## src/shared/fchsp_map.svh

```systemverilog
// Timing, framing and buffer constants of the flow-controlled host serial port
`ifndef FCHSP_MAP_SVH
`define FCHSP_MAP_SVH

`define FCHSP_CLK_HZ            20000000
`define FCHSP_BAUD              9600
`define FCHSP_BIT_CYC           (`FCHSP_CLK_HZ / `FCHSP_BAUD)
`define FCHSP_HALF_BIT_CYC      (`FCHSP_BIT_CYC / 2)
`define FCHSP_DATA_BITS         8
`define FCHSP_STOP_IDX          9
`define FCHSP_CYC_PER_MS        (`FCHSP_CLK_HZ / 1000)
`define FCHSP_REQ_TIMEOUT_MS    500
`define FCHSP_REQ_TIMEOUT_CYC   (`FCHSP_REQ_TIMEOUT_MS * `FCHSP_CYC_PER_MS)
`define FCHSP_RETRY_WAIT_MS     500
`define FCHSP_RETRY_WAIT_CYC    (`FCHSP_RETRY_WAIT_MS * `FCHSP_CYC_PER_MS)
`define FCHSP_GAP_MS            20
`define FCHSP_GAP_CYC           (`FCHSP_GAP_MS * `FCHSP_CYC_PER_MS)
`define FCHSP_FIFO_DEPTH        16
`define FCHSP_FIFO_WIDTH        9
`define FCHSP_SYNC_STAGES       3
`define FCHSP_TIMER_W           24

`endif

```

## src/shared/fchsp_pkg.sv

```systemverilog
// State types of the flow-controlled host serial port
`default_nettype none
package fchsp_pkg;
    typedef enum logic [2:0] {
        TX_IDLE,
        TX_REQ,
        TX_RETRY,
        TX_SEND,
        TX_ACK,
        TX_GAP
    } fchsp_tx_state_type;

    typedef enum logic [1:0] {
        RX_IDLE,
        RX_START,
        RX_DATA,
        RX_STOP
    } fchsp_rx_state_type;
endpackage
`default_nettype wire

```

## src/hw/fchsp_port.sv

```systemverilog
// Byte FIFO and the five-signal byte-paced host serial port
`timescale 1ns/1ps
`default_nettype none
`include "fchsp_map.svh"

//
// Overview of operation
// - Host data enters on the receive input, module data leaves on transmit output.
// - With a packet ready, send-request goes low until host clear-to-send or timeout.
// - On timeout release send-request, wait at most 500 ms, then retry same packet.
// - Send-request is negated within 10 ms of seeing host clear-to-send low.
// - Next byte waits until host clear-to-send is seen reasserted.
// - Start bit begins within 10 ms of seeing host clear-to-send asserted.
// - Module clear-to-send stays high until and unless the network is joined.
// - Module clear-to-send goes high when no buffer space remains.
// - Local packets are received any time, whatever module clear-to-send shows.
// - Active-low trigger input asks for a timestamp packet.
// - Host rate within 2 percent, module rate within 1 percent.
// - Module answers every host request within 125 ms.
// - At least 20 ms between packets from either sender.
// - Link runs at 9600 bits per second both ways.

// Synchronous FIFO with registered full and empty flags
module fchsp_fifo #(
    parameter int WIDTH = `FCHSP_FIFO_WIDTH,
    parameter int DEPTH = `FCHSP_FIFO_DEPTH
) (
    input  wire logic             ref_clk_i,
    input  wire logic             resetn_i,
    input  wire logic             clk_en_i,
    input  wire logic [WIDTH-1:0] in_data_i,
    input  wire logic             in_valid_i,
    output logic                  in_ready_o,
    output logic      [WIDTH-1:0] out_data_o,
    output logic                  out_valid_o,
    input  wire logic             out_ready_i
);
    localparam int AW = $clog2(DEPTH);

    logic [WIDTH-1:0] mem [DEPTH];
    logic [AW-1:0]    wr_ptr_ff;
    logic [AW-1:0]    rd_ptr_ff;
    logic [AW:0]      count_ff;
    logic             ready_ff;
    logic             valid_ff;
    logic [AW-1:0]    nxt_wr_ptr;
    logic [AW-1:0]    nxt_rd_ptr;
    logic [AW:0]      nxt_count;
    logic             push;
    logic             pop;

    assign push        = in_valid_i & ready_ff;
    assign pop         = out_ready_i & valid_ff;
    assign in_ready_o  = ready_ff;
    assign out_valid_o = valid_ff;
    assign out_data_o  = mem[rd_ptr_ff];

    // Pointer and level update; flags come from the next level
    always_comb begin
        nxt_wr_ptr = push ? AW'(wr_ptr_ff + 1'b1) : wr_ptr_ff;
        nxt_rd_ptr = pop ? AW'(rd_ptr_ff + 1'b1) : rd_ptr_ff;
        nxt_count  = count_ff;
        if (push && !pop) begin
            nxt_count = (AW+1)'(count_ff + 1'b1);
        end else if (pop && !push) begin
            nxt_count = (AW+1)'(count_ff - 1'b1);
        end
    end

    always_ff @(posedge ref_clk_i or negedge resetn_i) begin
        if (!resetn_i) begin
            wr_ptr_ff <= '0;
            rd_ptr_ff <= '0;
            count_ff  <= '0;
            ready_ff  <= 1'b1;
            valid_ff  <= 1'b0;
        end else if (clk_en_i) begin
            wr_ptr_ff <= nxt_wr_ptr;
            rd_ptr_ff <= nxt_rd_ptr;
            count_ff  <= nxt_count;
            ready_ff  <= (nxt_count != (AW+1)'(DEPTH));
            valid_ff  <= (nxt_count != '0);
        end
    end

    // Storage has no reset; only written words are ever read
    always_ff @(posedge ref_clk_i) begin
        if (clk_en_i && push) begin
            mem[wr_ptr_ff] <= in_data_i;
        end
    end
endmodule

// Device end of the host serial port
module fchsp_port #(
    parameter int REQ_TIMEOUT_CYC = `FCHSP_REQ_TIMEOUT_CYC,
    parameter int RETRY_WAIT_CYC  = `FCHSP_RETRY_WAIT_CYC,
    parameter int GAP_CYC         = `FCHSP_GAP_CYC,
    parameter int FIFO_DEPTH      = `FCHSP_FIFO_DEPTH
) (
    input  wire logic       ref_clk_i,
    input  wire logic       resetn_i,
    input  wire logic       clk_en_i,
    input  wire logic       uart_rx_i,
    output logic            uart_tx_o,
    output logic            module_send_request_n_o,
    input  wire logic       host_clear_to_send_n_i,
    output logic            module_clear_to_send_n_o,
    input  wire logic       timestamp_trigger_n_i,
    input  wire logic       network_joined_i,
    input  wire logic [7:0] tx_data_i,
    input  wire logic       tx_last_i,
    input  wire logic       tx_valid_i,
    output logic            tx_ready_o,
    output logic [7:0]      rx_data_o,
    output logic            rx_valid_o,
    input  wire logic       rx_ready_i,
    output logic            timestamp_req_o
);
    localparam int TW = `FCHSP_TIMER_W;
    localparam logic [11:0] BIT_LAST  = 12'(`FCHSP_BIT_CYC - 1);
    localparam logic [11:0] HALF_LAST = 12'(`FCHSP_HALF_BIT_CYC - 1);
    localparam logic [TW-1:0] TO_LAST  = TW'(REQ_TIMEOUT_CYC - 1);
    localparam logic [TW-1:0] RW_LAST  = TW'(RETRY_WAIT_CYC - 1);
    localparam logic [TW-1:0] GAP_LAST = TW'(GAP_CYC - 1);

    // Pin synchronisers: bit 0 data in, bit 1 host clear-to-send, bit 2 trigger
    logic [2:0] pin_in;
    logic [2:0] filt_ff;
    assign pin_in = {timestamp_trigger_n_i, host_clear_to_send_n_i, uart_rx_i};

    for (genvar g = 0; g < 3; g++) begin : g_sync
        logic [`FCHSP_SYNC_STAGES-1:0] sync_ff;
        logic                          nxt_filt;
        // A change counts only once the last two stages agree
        always_comb begin
            nxt_filt = (sync_ff[1] == sync_ff[2]) ? sync_ff[2] : filt_ff[g];
        end
        always_ff @(posedge ref_clk_i or negedge resetn_i) begin
            if (!resetn_i) begin
                sync_ff    <= '1;
                filt_ff[g] <= 1'b1;
            end else if (clk_en_i) begin
                sync_ff    <= {sync_ff[1:0], pin_in[g]};
                filt_ff[g] <= nxt_filt;
            end
        end
    end

    logic rx_line;
    logic cts_low;
    logic trig_line;
    assign rx_line   = filt_ff[0];
    assign cts_low   = ~filt_ff[1];
    assign trig_line = filt_ff[2];

    // Outbound packets are queued here; a full queue stalls the user
    logic [8:0] q_data;
    logic       q_valid;
    logic       q_pop;

    fchsp_fifo #(
        .WIDTH (`FCHSP_FIFO_WIDTH),
        .DEPTH (FIFO_DEPTH)
    ) u_tx_fifo (
        .ref_clk_i   (ref_clk_i),
        .resetn_i    (resetn_i),
        .clk_en_i    (clk_en_i),
        .in_data_i   ({tx_last_i, tx_data_i}),
        .in_valid_i  (tx_valid_i),
        .in_ready_o  (tx_ready_o),
        .out_data_o  (q_data),
        .out_valid_o (q_valid),
        .out_ready_i (q_pop)
    );

    // Transmit state
    fchsp_pkg::fchsp_tx_state_type tx_st_ff, nxt_tx_st;
    logic [TW-1:0] tmr_ff, nxt_tmr;
    logic [11:0]   tbit_ff, nxt_tbit;
    logic [3:0]    tidx_ff, nxt_tidx;
    logic [8:0]    tsh_ff, nxt_tsh;
    logic          tlast_ff, nxt_tlast;
    logic          saw_high_ff, nxt_saw_high;
    logic          tx_ff, nxt_tx;
    logic          rts_n_ff, nxt_rts_n;
    logic          start_byte;

    // Transmit sequencing: request, pace each byte, then hold the packet gap
    always_comb begin
        nxt_tx_st    = tx_st_ff;
        nxt_tmr      = tmr_ff;
        nxt_tbit     = tbit_ff;
        nxt_tidx     = tidx_ff;
        nxt_tsh      = tsh_ff;
        nxt_tlast    = tlast_ff;
        nxt_saw_high = saw_high_ff | ~cts_low;
        nxt_tx       = tx_ff;
        nxt_rts_n    = rts_n_ff;
        start_byte   = 1'b0;
        q_pop        = 1'b0;
        case (tx_st_ff)
            fchsp_pkg::TX_IDLE: begin
                nxt_tx = 1'b1;
                if (q_valid) begin
                    nxt_tx_st = fchsp_pkg::TX_REQ;
                    nxt_tmr   = '0;
                    nxt_rts_n = 1'b0;
                end
            end
            fchsp_pkg::TX_REQ: begin
                if (cts_low) begin
                    nxt_rts_n  = 1'b1;
                    start_byte = 1'b1;
                end else if (tmr_ff == TO_LAST) begin
                    nxt_rts_n = 1'b1;
                    nxt_tx_st = fchsp_pkg::TX_RETRY;
                    nxt_tmr   = '0;
                end else begin
                    nxt_tmr = TW'(tmr_ff + 1'b1);
                end
            end
            fchsp_pkg::TX_RETRY: begin
                if (tmr_ff == RW_LAST) begin
                    nxt_rts_n = 1'b0;
                    nxt_tx_st = fchsp_pkg::TX_REQ;
                    nxt_tmr   = '0;
                end else begin
                    nxt_tmr = TW'(tmr_ff + 1'b1);
                end
            end
            fchsp_pkg::TX_SEND: begin
                if (tbit_ff != BIT_LAST) begin
                    nxt_tbit = 12'(tbit_ff + 1'b1);
                end else if (tidx_ff == 4'(`FCHSP_STOP_IDX)) begin
                    // Stop bit has run its full period
                    nxt_tx_st = tlast_ff ? fchsp_pkg::TX_GAP : fchsp_pkg::TX_ACK;
                    nxt_tmr   = '0;
                end else begin
                    nxt_tbit = '0;
                    nxt_tx   = tsh_ff[0];
                    nxt_tsh  = {1'b1, tsh_ff[8:1]};
                    nxt_tidx = 4'(tidx_ff + 1'b1);
                end
            end
            fchsp_pkg::TX_ACK: begin
                // Only a high-then-low cycle of the host line releases the next byte
                if (saw_high_ff && cts_low && q_valid) begin
                    start_byte = 1'b1;
                end
            end
            fchsp_pkg::TX_GAP: begin
                if (tmr_ff == GAP_LAST) begin
                    nxt_tx_st = fchsp_pkg::TX_IDLE;
                end else begin
                    nxt_tmr = TW'(tmr_ff + 1'b1);
                end
            end
            default: nxt_tx_st = fchsp_pkg::TX_IDLE;
        endcase
        if (start_byte) begin
            q_pop        = 1'b1;
            nxt_tx_st    = fchsp_pkg::TX_SEND;
            nxt_tx       = 1'b0;
            nxt_tsh      = {1'b1, q_data[7:0]};
            nxt_tlast    = q_data[8];
            nxt_tbit     = '0;
            nxt_tidx     = '0;
            nxt_saw_high = 1'b0;
        end
    end

    always_ff @(posedge ref_clk_i or negedge resetn_i) begin
        if (!resetn_i) begin
            tx_st_ff    <= fchsp_pkg::TX_IDLE;
            tmr_ff      <= '0;
            tbit_ff     <= '0;
            tidx_ff     <= '0;
            tsh_ff      <= '1;
            tlast_ff    <= 1'b0;
            saw_high_ff <= 1'b0;
            tx_ff       <= 1'b1;
            rts_n_ff    <= 1'b1;
        end else if (clk_en_i) begin
            tx_st_ff    <= nxt_tx_st;
            tmr_ff      <= nxt_tmr;
            tbit_ff     <= nxt_tbit;
            tidx_ff     <= nxt_tidx;
            tsh_ff      <= nxt_tsh;
            tlast_ff    <= nxt_tlast;
            saw_high_ff <= nxt_saw_high;
            tx_ff       <= nxt_tx;
            rts_n_ff    <= nxt_rts_n;
        end
    end

    assign uart_tx_o               = tx_ff;
    assign module_send_request_n_o = rts_n_ff;

    // Receive state
    fchsp_pkg::fchsp_rx_state_type rx_st_ff, nxt_rx_st;
    logic [11:0] rbit_ff, nxt_rbit;
    logic [2:0]  ridx_ff, nxt_ridx;
    logic [7:0]  rsh_ff, nxt_rsh;
    logic [7:0]  rdata_ff, nxt_rdata;
    logic        rvalid_ff, nxt_rvalid;
    logic        mcts_n_ff, nxt_mcts_n;
    logic        trig_d_ff;
    logic        ts_ff, nxt_ts;

    // Mid-bit sampling receiver; every frame with a high stop bit is taken, whatever the module clear-to-send
    always_comb begin
        nxt_rx_st = rx_st_ff;
        nxt_rbit  = 12'(rbit_ff + 1'b1);
        nxt_ridx  = ridx_ff;
        nxt_rsh   = rsh_ff;
        nxt_rdata = rdata_ff;
        // A new byte wins over a take in the same cycle
        nxt_rvalid = rvalid_ff & ~rx_ready_i;
        case (rx_st_ff)
            fchsp_pkg::RX_IDLE: begin
                nxt_rbit = '0;
                if (!rx_line) begin
                    nxt_rx_st = fchsp_pkg::RX_START;
                end
            end
            fchsp_pkg::RX_START: begin
                if (rbit_ff == HALF_LAST) begin
                    nxt_rbit  = '0;
                    nxt_ridx  = '0;
                    nxt_rx_st = rx_line ? fchsp_pkg::RX_IDLE : fchsp_pkg::RX_DATA;
                end
            end
            fchsp_pkg::RX_DATA: begin
                if (rbit_ff == BIT_LAST) begin
                    nxt_rbit = '0;
                    nxt_rsh  = {rx_line, rsh_ff[7:1]};
                    nxt_ridx = 3'(ridx_ff + 1'b1);
                    if (ridx_ff == 3'(`FCHSP_DATA_BITS - 1)) begin
                        nxt_rx_st = fchsp_pkg::RX_STOP;
                    end
                end
            end
            fchsp_pkg::RX_STOP: begin
                if (rbit_ff == BIT_LAST) begin
                    nxt_rx_st = fchsp_pkg::RX_IDLE;
                    // Framing errors are dropped silently
                    if (rx_line) begin
                        nxt_rdata  = rsh_ff;
                        nxt_rvalid = 1'b1;
                    end
                end
            end
            default: nxt_rx_st = fchsp_pkg::RX_IDLE;
        endcase
        // Only one byte of room: a held byte means no space for another packet
        nxt_mcts_n = ~network_joined_i | nxt_rvalid;
        nxt_ts     = trig_d_ff & ~trig_line;
    end

    always_ff @(posedge ref_clk_i or negedge resetn_i) begin
        if (!resetn_i) begin
            rx_st_ff  <= fchsp_pkg::RX_IDLE;
            rbit_ff   <= '0;
            ridx_ff   <= '0;
            rsh_ff    <= '0;
            rdata_ff  <= '0;
            rvalid_ff <= 1'b0;
            mcts_n_ff <= 1'b1;
            trig_d_ff <= 1'b1;
            ts_ff     <= 1'b0;
        end else if (clk_en_i) begin
            rx_st_ff  <= nxt_rx_st;
            rbit_ff   <= nxt_rbit;
            ridx_ff   <= nxt_ridx;
            rsh_ff    <= nxt_rsh;
            rdata_ff  <= nxt_rdata;
            rvalid_ff <= nxt_rvalid;
            mcts_n_ff <= nxt_mcts_n;
            trig_d_ff <= trig_line;
            ts_ff     <= nxt_ts;
        end
    end

    assign rx_data_o                = rdata_ff;
    assign rx_valid_o               = rvalid_ff;
    assign module_clear_to_send_n_o = mcts_n_ff;
    assign timestamp_req_o          = ts_ff;
endmodule
`default_nettype wire

```

## config.mk

```make
export PLATFORM = sky130hd
export DESIGN_NAME = fchsp_port
export DESIGN_NICKNAME = d
export VERILOG_FILES = /design/src/shared/fchsp_pkg.sv /design/src/hw/fchsp_port.sv
export VERILOG_INCLUDE_DIRS = /design/src /design/src/shared
export SDC_FILE = /design/constraint.sdc
export NUM_CORES = 1
export LEC_CHECK = 0
export BUFFER_PORTS_ARGS = -buffer_cell sky130_fd_sc_hd__buf_2
export CORE_MARGIN = 1.5
export CORE_UTILIZATION = 50
export CTS_BUF_LIST = sky130_fd_sc_hd__clkbuf_2
export CTS_CLUSTER_DIAMETER = 200
export DETAILED_ROUTE_END_ITERATION = 10
export PLACE_DENSITY = 0.73
export SLEW_MARGIN = 0
export SYNTH_ARGS = -nofsm -noshare
export SYNTH_HDL_FRONTEND = slang
export SYNTH_SLANG_ARGS = --single-unit
```

## constraint.sdc

```tcl
create_clock -name ref_clk_i -period 2.5 [get_ports ref_clk_i]
set_input_delay 0.5 -clock ref_clk_i [delete_from_list [all_inputs] [get_ports ref_clk_i]]
set_output_delay 0.5 -clock ref_clk_i [all_outputs]
set_load 0.02 [all_outputs]
```

# --- Yosys cells after proc, flatten, opt, wreduce, memory -nomap -nowiden ---
# Memories as Yosys holds them, arrays and structs flattened.
# Cells that the tools add are included.
word_totals:
  ramBits: 144
  ff_bits: 120
  n_memories: 1
  word_cells: 186
  inputBits: 18
  out_inout_bits: 14
memory_table:
  columns: ["memory", "depth", "width", "read_ports", "rd_ports_with_merged_regs", "wr", "line_no", "source"]
  rows:
  - ["u_tx_fifo.mem", 16, 9, 1, 0, 1, "fchsp_port.sv:40", "logic [WIDTH-1:0] mem [DEPTH];"]
classes:
  muxes: 63
  add_sub_neg: 9
  n_reduce_logical: 31
  n_bitwise: 10
  n_eq_ne: 43
ops:
  columns: ["cell", "count"]
  rows:
  - ["2-to-1 mux 24 bit", 6]
  - ["case mux 24 bit (5 select lines)", 1]
  - ["2-to-1 mux 12 bit", 6]
  - ["2-to-1 mux 9 bit", 4]
  - ["case mux 12 bit (3 select lines)", 1]
  - ["2-to-1 mux 3 bit", 10]
  - ["!= test 3 bit (second input constant)", 9]
  - ["!= test 2 bit (second input constant)", 13]
  - ["adder 12 x 1 -> 12 bit (second input constant)", 2]
  - ["adder 24 x 1 -> 24 bit (second input constant)", 1]
  - ["== test 24 x 19 -> 1 bit (second input constant)", 1]
  - ["== test 24 bit (second input constant)", 1]
  - ["case mux 3 bit (6 select lines)", 1]
  - ["2-to-1 mux 1 bit", 17]
  - ["2-to-1 mux 4 bit", 4]
  - ["AND reduction 4 bit", 4]
  - ["adder 4 x 1 -> 4 bit (second input constant)", 3]
  - ["== test 12 x 11 -> 1 bit (second input constant)", 1]
  - ["== test 12 bit (second input constant)", 1]
  - ["2-to-1 mux 2 bit", 6]
  - ["!= test 12 bit (second input constant)", 1]
  - ["AND reduction 2 bit", 6]
  - ["2-to-1 mux 5 bit", 2]
  - ["nonzero test 5 bit", 2]
  - ["other kinds (31)", 53]

# --- Longest topological paths before layout ---
# Gate-level depths: netlist of the first run.
logic_depth:
  word_depth: 11
  depth_mapped: 9
  depth_no_buf: 7

# --- Cells and area by module ---
# From an unflattened synthesis of the first run, not the netlist that was laid out.
hier_totals:
  hier_cells: 873
  hier_area_um2: 11885.1
modules_own_cells:
  columns: ["mod", "cells_each", "n_inst", "area_per_inst_um2"]
  rows:
  - ["fchsp_fifo", 319, 1, 6497.5]
  - ["fchsp_port", 554, 1, 5387.7]

# --- Worst setup path before layout of the first run ---
# No wires, ideal clock.
synth_timing:
  path_type: "register to register"
  start: "register tmr_ff[10]"
  end: "register tmr_ff[11]"
  setup_ns: 0.126
  n_path_buf: 2
  required_ns: 2.374
  synth_period_minus_slack_ns: 2.621
  path_slack_ns: -0.121
  t_arrival_ns: 2.495
  stages_incl_launch_ff: 8
  cell_sequence: "dfrtp_1 or3_1 or4_4 or4_4 and3_4 buf_6 buf_8 a221o_1"
synth_via:
  elab_chain_len: 4
synth_lines:
  columns: ["element", "line_no", "source"]
  rows:
  - ["from (decl)", "fchsp_port.sv:179", "logic [TW-1:0] tmr_ff, nxt_tmr;"]
  - ["from (signal assigned)", "fchsp_port.sv:286", "tmr_ff <= nxt_tmr;"]
  - ["adder 24 x 1 -> 24 bit / == test 24 bit (equally long branches)", null, null]
  - ["2-to-1 mux 24 bit", "fchsp_port.sv:215, fchsp_port.sv:224", null]
  - ["2-to-1 mux 24 bit", "fchsp_port.sv:212", "if (cts_low) begin"]
  - ["case mux 24 bit (5 select lines)", "fchsp_port.sv:202", "case (tx_st_ff)"]
# Parallel ways exist; a longest one is shown, timed or not. The select of a mux whose other input is x is not followed.
# A chain may end at the register's enable or synchronous reset.

# --- Worst setup path in the final report of the first run ---
layout_timing:
  start: "register tmr_ff[10]"
  end: "register tmr_ff[5]"
layout_via:
  elab_chain_len: 4
layout_lines:
  columns: ["element", "line_no"]
  rows:
  - ["== test 24 bit", "fchsp_port.sv:215, fchsp_port.sv:224"]
  - ["2-to-1 mux 24 bit", "fchsp_port.sv:215, fchsp_port.sv:224"]
  - ["2-to-1 mux 24 bit", "fchsp_port.sv:212"]
  - ["case mux 24 bit (5 select lines)", "fchsp_port.sv:202"]
# Parallel ways exist; a longest one is shown, timed or not. The select of a mux whose other input is x is not followed.

==> out/summary.txt, run 1 <==
vias in the first global route - 7913
core box area - 23540 sq um
Detailed Place HPWL - 15550 um
Max VDD drop - 0.5412 mV
Final ANT Viol Nets - 0
Post-synth EDFFs - 144
status - completed
Buffers & Inverters on Critical Path - 0
minimum clock period - 2.429 ns
Filler cells - 1921
clk sinks - 263
IO Pins - 32
TritonRoute pass-1 iters - 5
Non-Filler Instances - 1369
Tcrit/Tclk final - 0.9716
Warnings, synthesis - 0
sequential share of the synthesized area - 0.6083
worst rel slew slack - 0.6101
residual DRC count - 0
# Max-Cap Violations - 0
FP Rows - 56
final count of hold timing violations - 0
Clk pin slew, worst setup/hold paths - 0.11 ns
gpl congestion - 0.8571
syn_nets - 929
synth unique cells - 71
ys flop type - edfxtp_1
crit-path cells - or3_1 > or4_4 > or4_4 > and3_4 > a221o_1
final setup fails - 0
GRT overflow - 0
FMAX - 411.7 MHz
initial antenna violation count - 1
Tot Pwr - 9.409 mW
share of cells above drive strength 1 - 0.2936
Root Driver - clkbuf_2
Die Y - 158.3 um
total die area - 25050 sq um
pin count of the biggest net entering global routing - 42
port bufs - 31
chip width - 158.3 um
vias per inst - 5.759
P per Cell Area - 693.3 nW/um^2
Starting DRT DRC Count - 716
CTS tree - built
CP Launch Type - register
clock latency on the worst-skew pair - 0.81 ns
Vias - 7884
Core Util, Final - 0.5765
Crit-path slowest cell - or4_4
final setup skew - 0.06912 ns
Post-Route WL - 24010 um
unrepaired setup endpoints after global routing - true
Crit path top cell by count - or4_4
critical path class - reg2reg
Final Max Tran Viols - 0
Synth Instances - 894
Total GRT Usage - 0.2003
Layout area overhead - 12.58%
crit path max fanout - 18
Worst Hold Class - in2reg
DR WL/cell - 17.54 um
delay-heaviest family, CP - simple AND/OR/NAND/NOR gates
fin nets - 1042
Synth Area per Inst - 13.48 sq um
Critical Path RT - 3.14 ns
mapped cell area - 12060 sq um
Yosys reg bits - 263
measured slew at the worst slew-check pin - 0.5848 ns
initial core utilization - 0.5121
CP arrival - 3.07 ns
H-tree depth - 3
CTS buffer count - 68
Largest stage delay, worst path - 0.46 ns
Async S/R FF share, synth - 0.4525
clock tree buffer depth - 3
P_leak - 5.262 nW
crit path capture type - register
Post-Place Cells - 1246
global-route wire length before repair - 39270 um
==> through the flow <==
step | TNS, ns | hold WS (ns) | worst slack [ns] | cell area [sq um]
floorplan | 0 | 0.2044 | 0.03505 | 12070
global placement | 0 | 0.4549 | 0.1254 | 12820
detailed placement | 0 | 0.4627 | 0.07421 | 12820
CTS | 0 | 0.005162 | 0.03530 | 13530
global route | -0.07376 | 0.01956 | -0.02854 | 13570
finish | 0 | 0.08999 | 0.07096 | 13570
==> final timing paths <==
path                                             start                                 to  slack (ns)  cells past startpoint
min in group asynchronous                     resetn_i  u_tx_fifo.count_ff[1]$_DFFE_PN0P_        0.18                      2
worst max-delay path            tmr_ff[10]$_DFFE_PN0P_              tmr_ff[5]$_DFFE_PN0P_        0.07                      5
worst min-delay path                      tx_data_i[4]      u_tx_fifo.mem[8][4]$_DFFE_PP_        0.09                      1
worst min register to register   tsh_ff[6]$_DFFE_PN1P_              tsh_ff[5]$_DFFE_PN1P_        0.44                      2
worst max register to register  tmr_ff[10]$_DFFE_PN0P_              tmr_ff[5]$_DFFE_PN0P_        0.07                      5
max in group asynchronous                     resetn_i              trig_line$_DFFE_PN1P_        1.56                      3
==> where the power goes <==
part / internal [mW] / switching [mW] / leakage, nW
clock network: 1.33 / 1.67 / 0.465
logic: 0.504 / 0.627 / 2.01
registers: 4.95 / 0.330 / 2.79
total: 6.78 / 2.63 / 5.26
==> layout by cell type (no fill, tap or decap), types with 5 or more instances in the layout <==
master and instances:
mux2i_1 10, or4_1 6, edfxtp_1 144, dfrtp_1 92, a221o_1 13, o41ai_1 6
nand3_1 29, xnor2_1 18, nand3b_1 5, or3_1 10, a31oi_1 10, and3_1 23
mux2_2 39, o22ai_1 6, inv_1 21, dfstp_2 25, dlygate4sd3_1 8, buf_2 30
o211ai_1 16, nor3_1 12, ha_1 17, and2_1 22, a22o_1 9, clkinv_1 10
nor2_1 50, buf_4 51, clkbuf_2 96, a21oi_1 34, mux4_2 38, nand4_1 12
o21ai_0 26, nand2b_1 8, nand2_1 54, o31ai_1 8
==> timing repair <==
item	CTS	global route
setup endpoints to repair	0	23
buffers inserted	0	2
hold buffers	8	0
hold endpoints to repair	57	0
gates resized for setup	0	6
==> per-layer routing <==
layer,wire (um),track usage,up-vias
li1,-,-,3702
met1,10910,0.2746,3915
met2,11410,0.3157,211
met3,1151,0.04056,56
met4,535,0.07788,0
met5,0,0,-
==> flip-flops by register name, summed over array words and instances, names as in the netlist, 5 cells and up, named ones only <==
signal / count
rsh_ff: 8
tmr_ff: 24
u_tx_fifo.mem: 144
g_sync.sync_ff: 9
tsh_ff: 8
u_tx_fifo.count_ff: 5
rx_data_o: 8
tbit_ff: 12
rbit_ff: 12
==> synth_stat cells, types with 11 or more instances <==
cell,n,area (sq um)
ha_1,17,212.7
a221o_1,13,130.1
buf_1,11,41.29
nand3_1,29,145.1
mux2_2,39,439.2
nand4_1,12,75.07
nor3_1,12,60.06
clkbuf_1,33,123.9
dfrtp_1,94,2352
and3_1,24,150.1
mux4_2,38,855.8
o211ai_1,16,120.1
o21ai_0,26,130.1
nand2_1,54,202.7
inv_1,21,78.83
and2_1,22,137.6
nor2_1,50,187.7
edfxtp_1,144,4324
xnor2_1,18,157.7
dfstp_2,25,656.9
a21oi_1,34,170.2
==> logic make-up (layout without fill, tap and decap cells) <==
logic type / after synthesis / count (layout) / synth area share
xor gates and xnor gates: 22 / 22 / 0.01598
AOI/OAI and AO/OA: 164 / 164 / 0.09600
and+or+nand+nor: 272 / 272 / 0.1231
DFF: 263 / 263 / 0.6083
other: 0 / 1 / 0
muxes: 87 / 87 / 0.1157
adders and majority gates: 17 / 17 / 0.01764
buffers and inverters: 69 / 224 / 0.02325
==> final cells by class <==
class / count / area [sq um] / share of cell area
tap: 319 / 399.1 / 0.02941
clock inverter: 16 / 147.6 / 0.01088
sequential: 263 / 7336 / 0.5405
multi-input combinational: 562 / 4474 / 0.3297
antenna: 1 / 2.502 / 0.0001844
timing repair buffer: 91 / 653.1 / 0.04812
inverter: 21 / 78.83 / 0.005808
clock buffer: 96 / 480.5 / 0.03540
Note: power is estimated with default switching activity, not from simulation.
==> run 2: changes to the inputs <==
==> constraint.sdc (replaced) <==
create_clock -name ref_clk_i -period 2.5 [get_ports ref_clk_i]
set_input_delay 0.125 -clock ref_clk_i [delete_from_list [all_inputs] [get_ports ref_clk_i]]
set_output_delay 0.125 -clock ref_clk_i [all_outputs]
set_load 0.02 [all_outputs]
==> run 2 against run 1 <==
Net effect:
- non-clock buffer count increased by 10
- count of clock-buffer cells in the layout is 11 higher
- power increased by 1.4%
- sequential power hardly changed
- final area is 1.5% higher
- core utilization grew 0.87 points
==> out/summary.txt, run 2 (same netlist as run 1, synthesis figures left out) <==
met3 WL post-DR - 1308 um
pin count of the biggest net entering global routing - 40
commonest non-fill, non-tap cells in the layout - edfxtp_1, clkbuf_2, dfrtp_1
Detailed Place HPWL - 15370 um
placed cell areas - 12800 sq um
worst r2r src - tmr_ff[19]$_DFFE_PN0P_
initial core utilization - 0.5121
FP Rows - 56
total die area - 25050 sq um
Final ANT Viol Nets - 0
most flop-heavy register - u_tx_fifo.mem
top sig layer - met4
final setup skew - 0.05996 ns
critical path class - reg2reg
Tot Pwr - 9.537 mW
core box area - 23540 sq um
residual DRC count - 0
CTS buffer count - 66
vias per inst - 5.669
switching power - 2.648 mW
Max VDD drop - 0.5604 mV
port bufs - 31
final count of hold timing violations - 0
setup tns final - 0 ns
TritonRoute pass-1 iters - 5
clock latency on the worst-skew pair - 0.82 ns
fin nets - 1051
CP arrival - 3.09 ns
Critical R2R Capture - tmr_ff[6]$_DFFE_PN0P_
Worst Hold Class - in2reg
FMAX - 412.6 MHz
Worst Hold Depth - 2
H-tree depth - 3
chip width - 158.3 um
top flop regs - u_tx_fifo.mem (144), tmr_ff (24)
Post-Route WL - 24610 um
Switching Fraction - 0.2776
measured slew at the worst slew-check pin - 0.6100 ns
share of cells above drive strength 1 - 0.2975
crit path max fanout - 10
worst rel slew slack - 0.5933
Starting DRT DRC Count - 599
global-route wire length before repair - 39120 um
unrepaired setup endpoints after global routing - false
Final Max Tran Viols - 0
number of flip-flops in the largest register - 144
most common cell after layout, fill and taps aside - edfxtp_1
Clock power frac - 0.328
initial antenna violation count - 2
cell-internal power - 6.890 mW
P per Cell Area - 692.3 nW/um^2
clock tree buffer depth - 3
Gate power share - 0.118
crit path capture type - register
# Max-Cap Violations - 0
Reg2Reg Setup Slack - 0.08 ns
sequential cell area - 7336 sq um
Die Y - 158.3 um
Filler cells - 1910
clk sinks - 263
final setup fails - 0
status - completed
CP Launch Type - register
gpl congestion - 0.8291
design area - 13780 sq um
met2 wire length - 11900 um
IO Pins - 32
Worst Hold Launch - tx_data_i[2]
hold endpoint - u_tx_fifo.mem[8][2]$_DFFE_PP_
setup bufs post-CTS - 0
Clk pin slew, worst setup/hold paths - 0.11 ns
CTS tree - built
Total GRT Usage - 0.2015
Vias - 7874
Root Driver - clkbuf_2
GRT overflow - 0
Layout area overhead - 14.28%
P_leak - 5.350 nW
Worst Reg2Reg Path Length in Cells - 5
Critical Path RT - 3.16 ns
DR WL/cell - 17.72 um
Flop pwr share - 0.554
Tcrit/Tclk final - 0.9694
minimum clock period - 2.423 ns
vias in the first global route - 7883
Final Hold Slack - 0.2535 ns
Post-Route M1 WL - 10910 um
multi-input logic area - 4488 sq um
run 2: changes by cell type in the layout (fill, tap and decap cells not counted), sizes merged, moves of 2 or more:
cell and delta:
clkinv -2, clkbuf +11, buf -6, dlygate4sd3 +16
run 2: area by class of cell:
cell class,instances,area share
clock buffer,107,0.03887
clock inverter,14,0.01044
inverter,21,0.005722
sequential,263,0.5325
tap,319,0.02897
multi-input combinational,563,0.3258
antenna,1,0.0001816
timing repair buffer,101,0.05758
run 2: what timing repair did:
action / in CTS / in global routing
resized for setup: 0 / 9
endpoints found under the setup margin: 0 / 35
hold endpoints to repair: 324 / 0
hold buffers: 25 / 0
run 2: how the worst max path moves through the flow:
| stage | from | endpoint | slack, ns | depth (start not counted) |
|---|---|---|---|---|
| after global routing | tmr_ff[19]$_DFFE_PN0P_ | tmr_ff[6]$_DFFE_PN0P_ | 0.0001 | 5 |
| after floorplan | tmr_ff[11]$_DFFE_PN0P_ | tmr_ff[6]$_DFFE_PN0P_ | 0.04 | 8 |
| final | tmr_ff[19]$_DFFE_PN0P_ | tmr_ff[6]$_DFFE_PN0P_ | 0.08 | 5 |
| after global placement | tmr_ff[21]$_DFFE_PN0P_ | tmr_ff[11]$_DFFE_PN0P_ | 0.14 | 5 |
| after detailed placement | tmr_ff[21]$_DFFE_PN0P_ | tmr_ff[2]$_DFFE_PN0P_ | 0.12 | 5 |
| after CTS | rbit_ff[6]$_DFFE_PN0P_ | rx_data_o[3]$_DFFE_PN0P_ | 0.08 | 5 |
run 2: critical path: stages, from the launching register on:
cell and delay [ns]:
dfrtp_1 0.45, or3_1 0.33, or4_4 0.46, or4_4 0.47, and3_4 0.26, a221o_1 0.30
run 2: per-stage QoR:
stage	cells	worst slack [ns]	util
finish	1389	0.07653	0.5852
global placement	1241	0.1394	0.5435
global route	1389	0.0001439	0.5852
floorplan	894	0.03505	-
CTS	1387	0.08391	0.5834
detailed placement	1241	0.1177	0.5435
run 2: power groups by stage:
stage / clock, mW / combinational (mW) / sequential, mW
after detailed placement: 0 / 1.07 / 5.36
final: 3.13 / 1.13 / 5.28
after CTS: 3.22 / 1.12 / 5.27
after global placement: 0 / 1.03 / 5.35
after floorplan: 0 / 0.777 / 5.26
after global routing: 3.43 / 1.26 / 5.33
run 2: layer usage:
metal  vias up  GRT usage
met3        45    0.04709
met4         0    0.07165
met1      3883     0.2668
met5         -          0
met2       213     0.3269
li1       3733          -
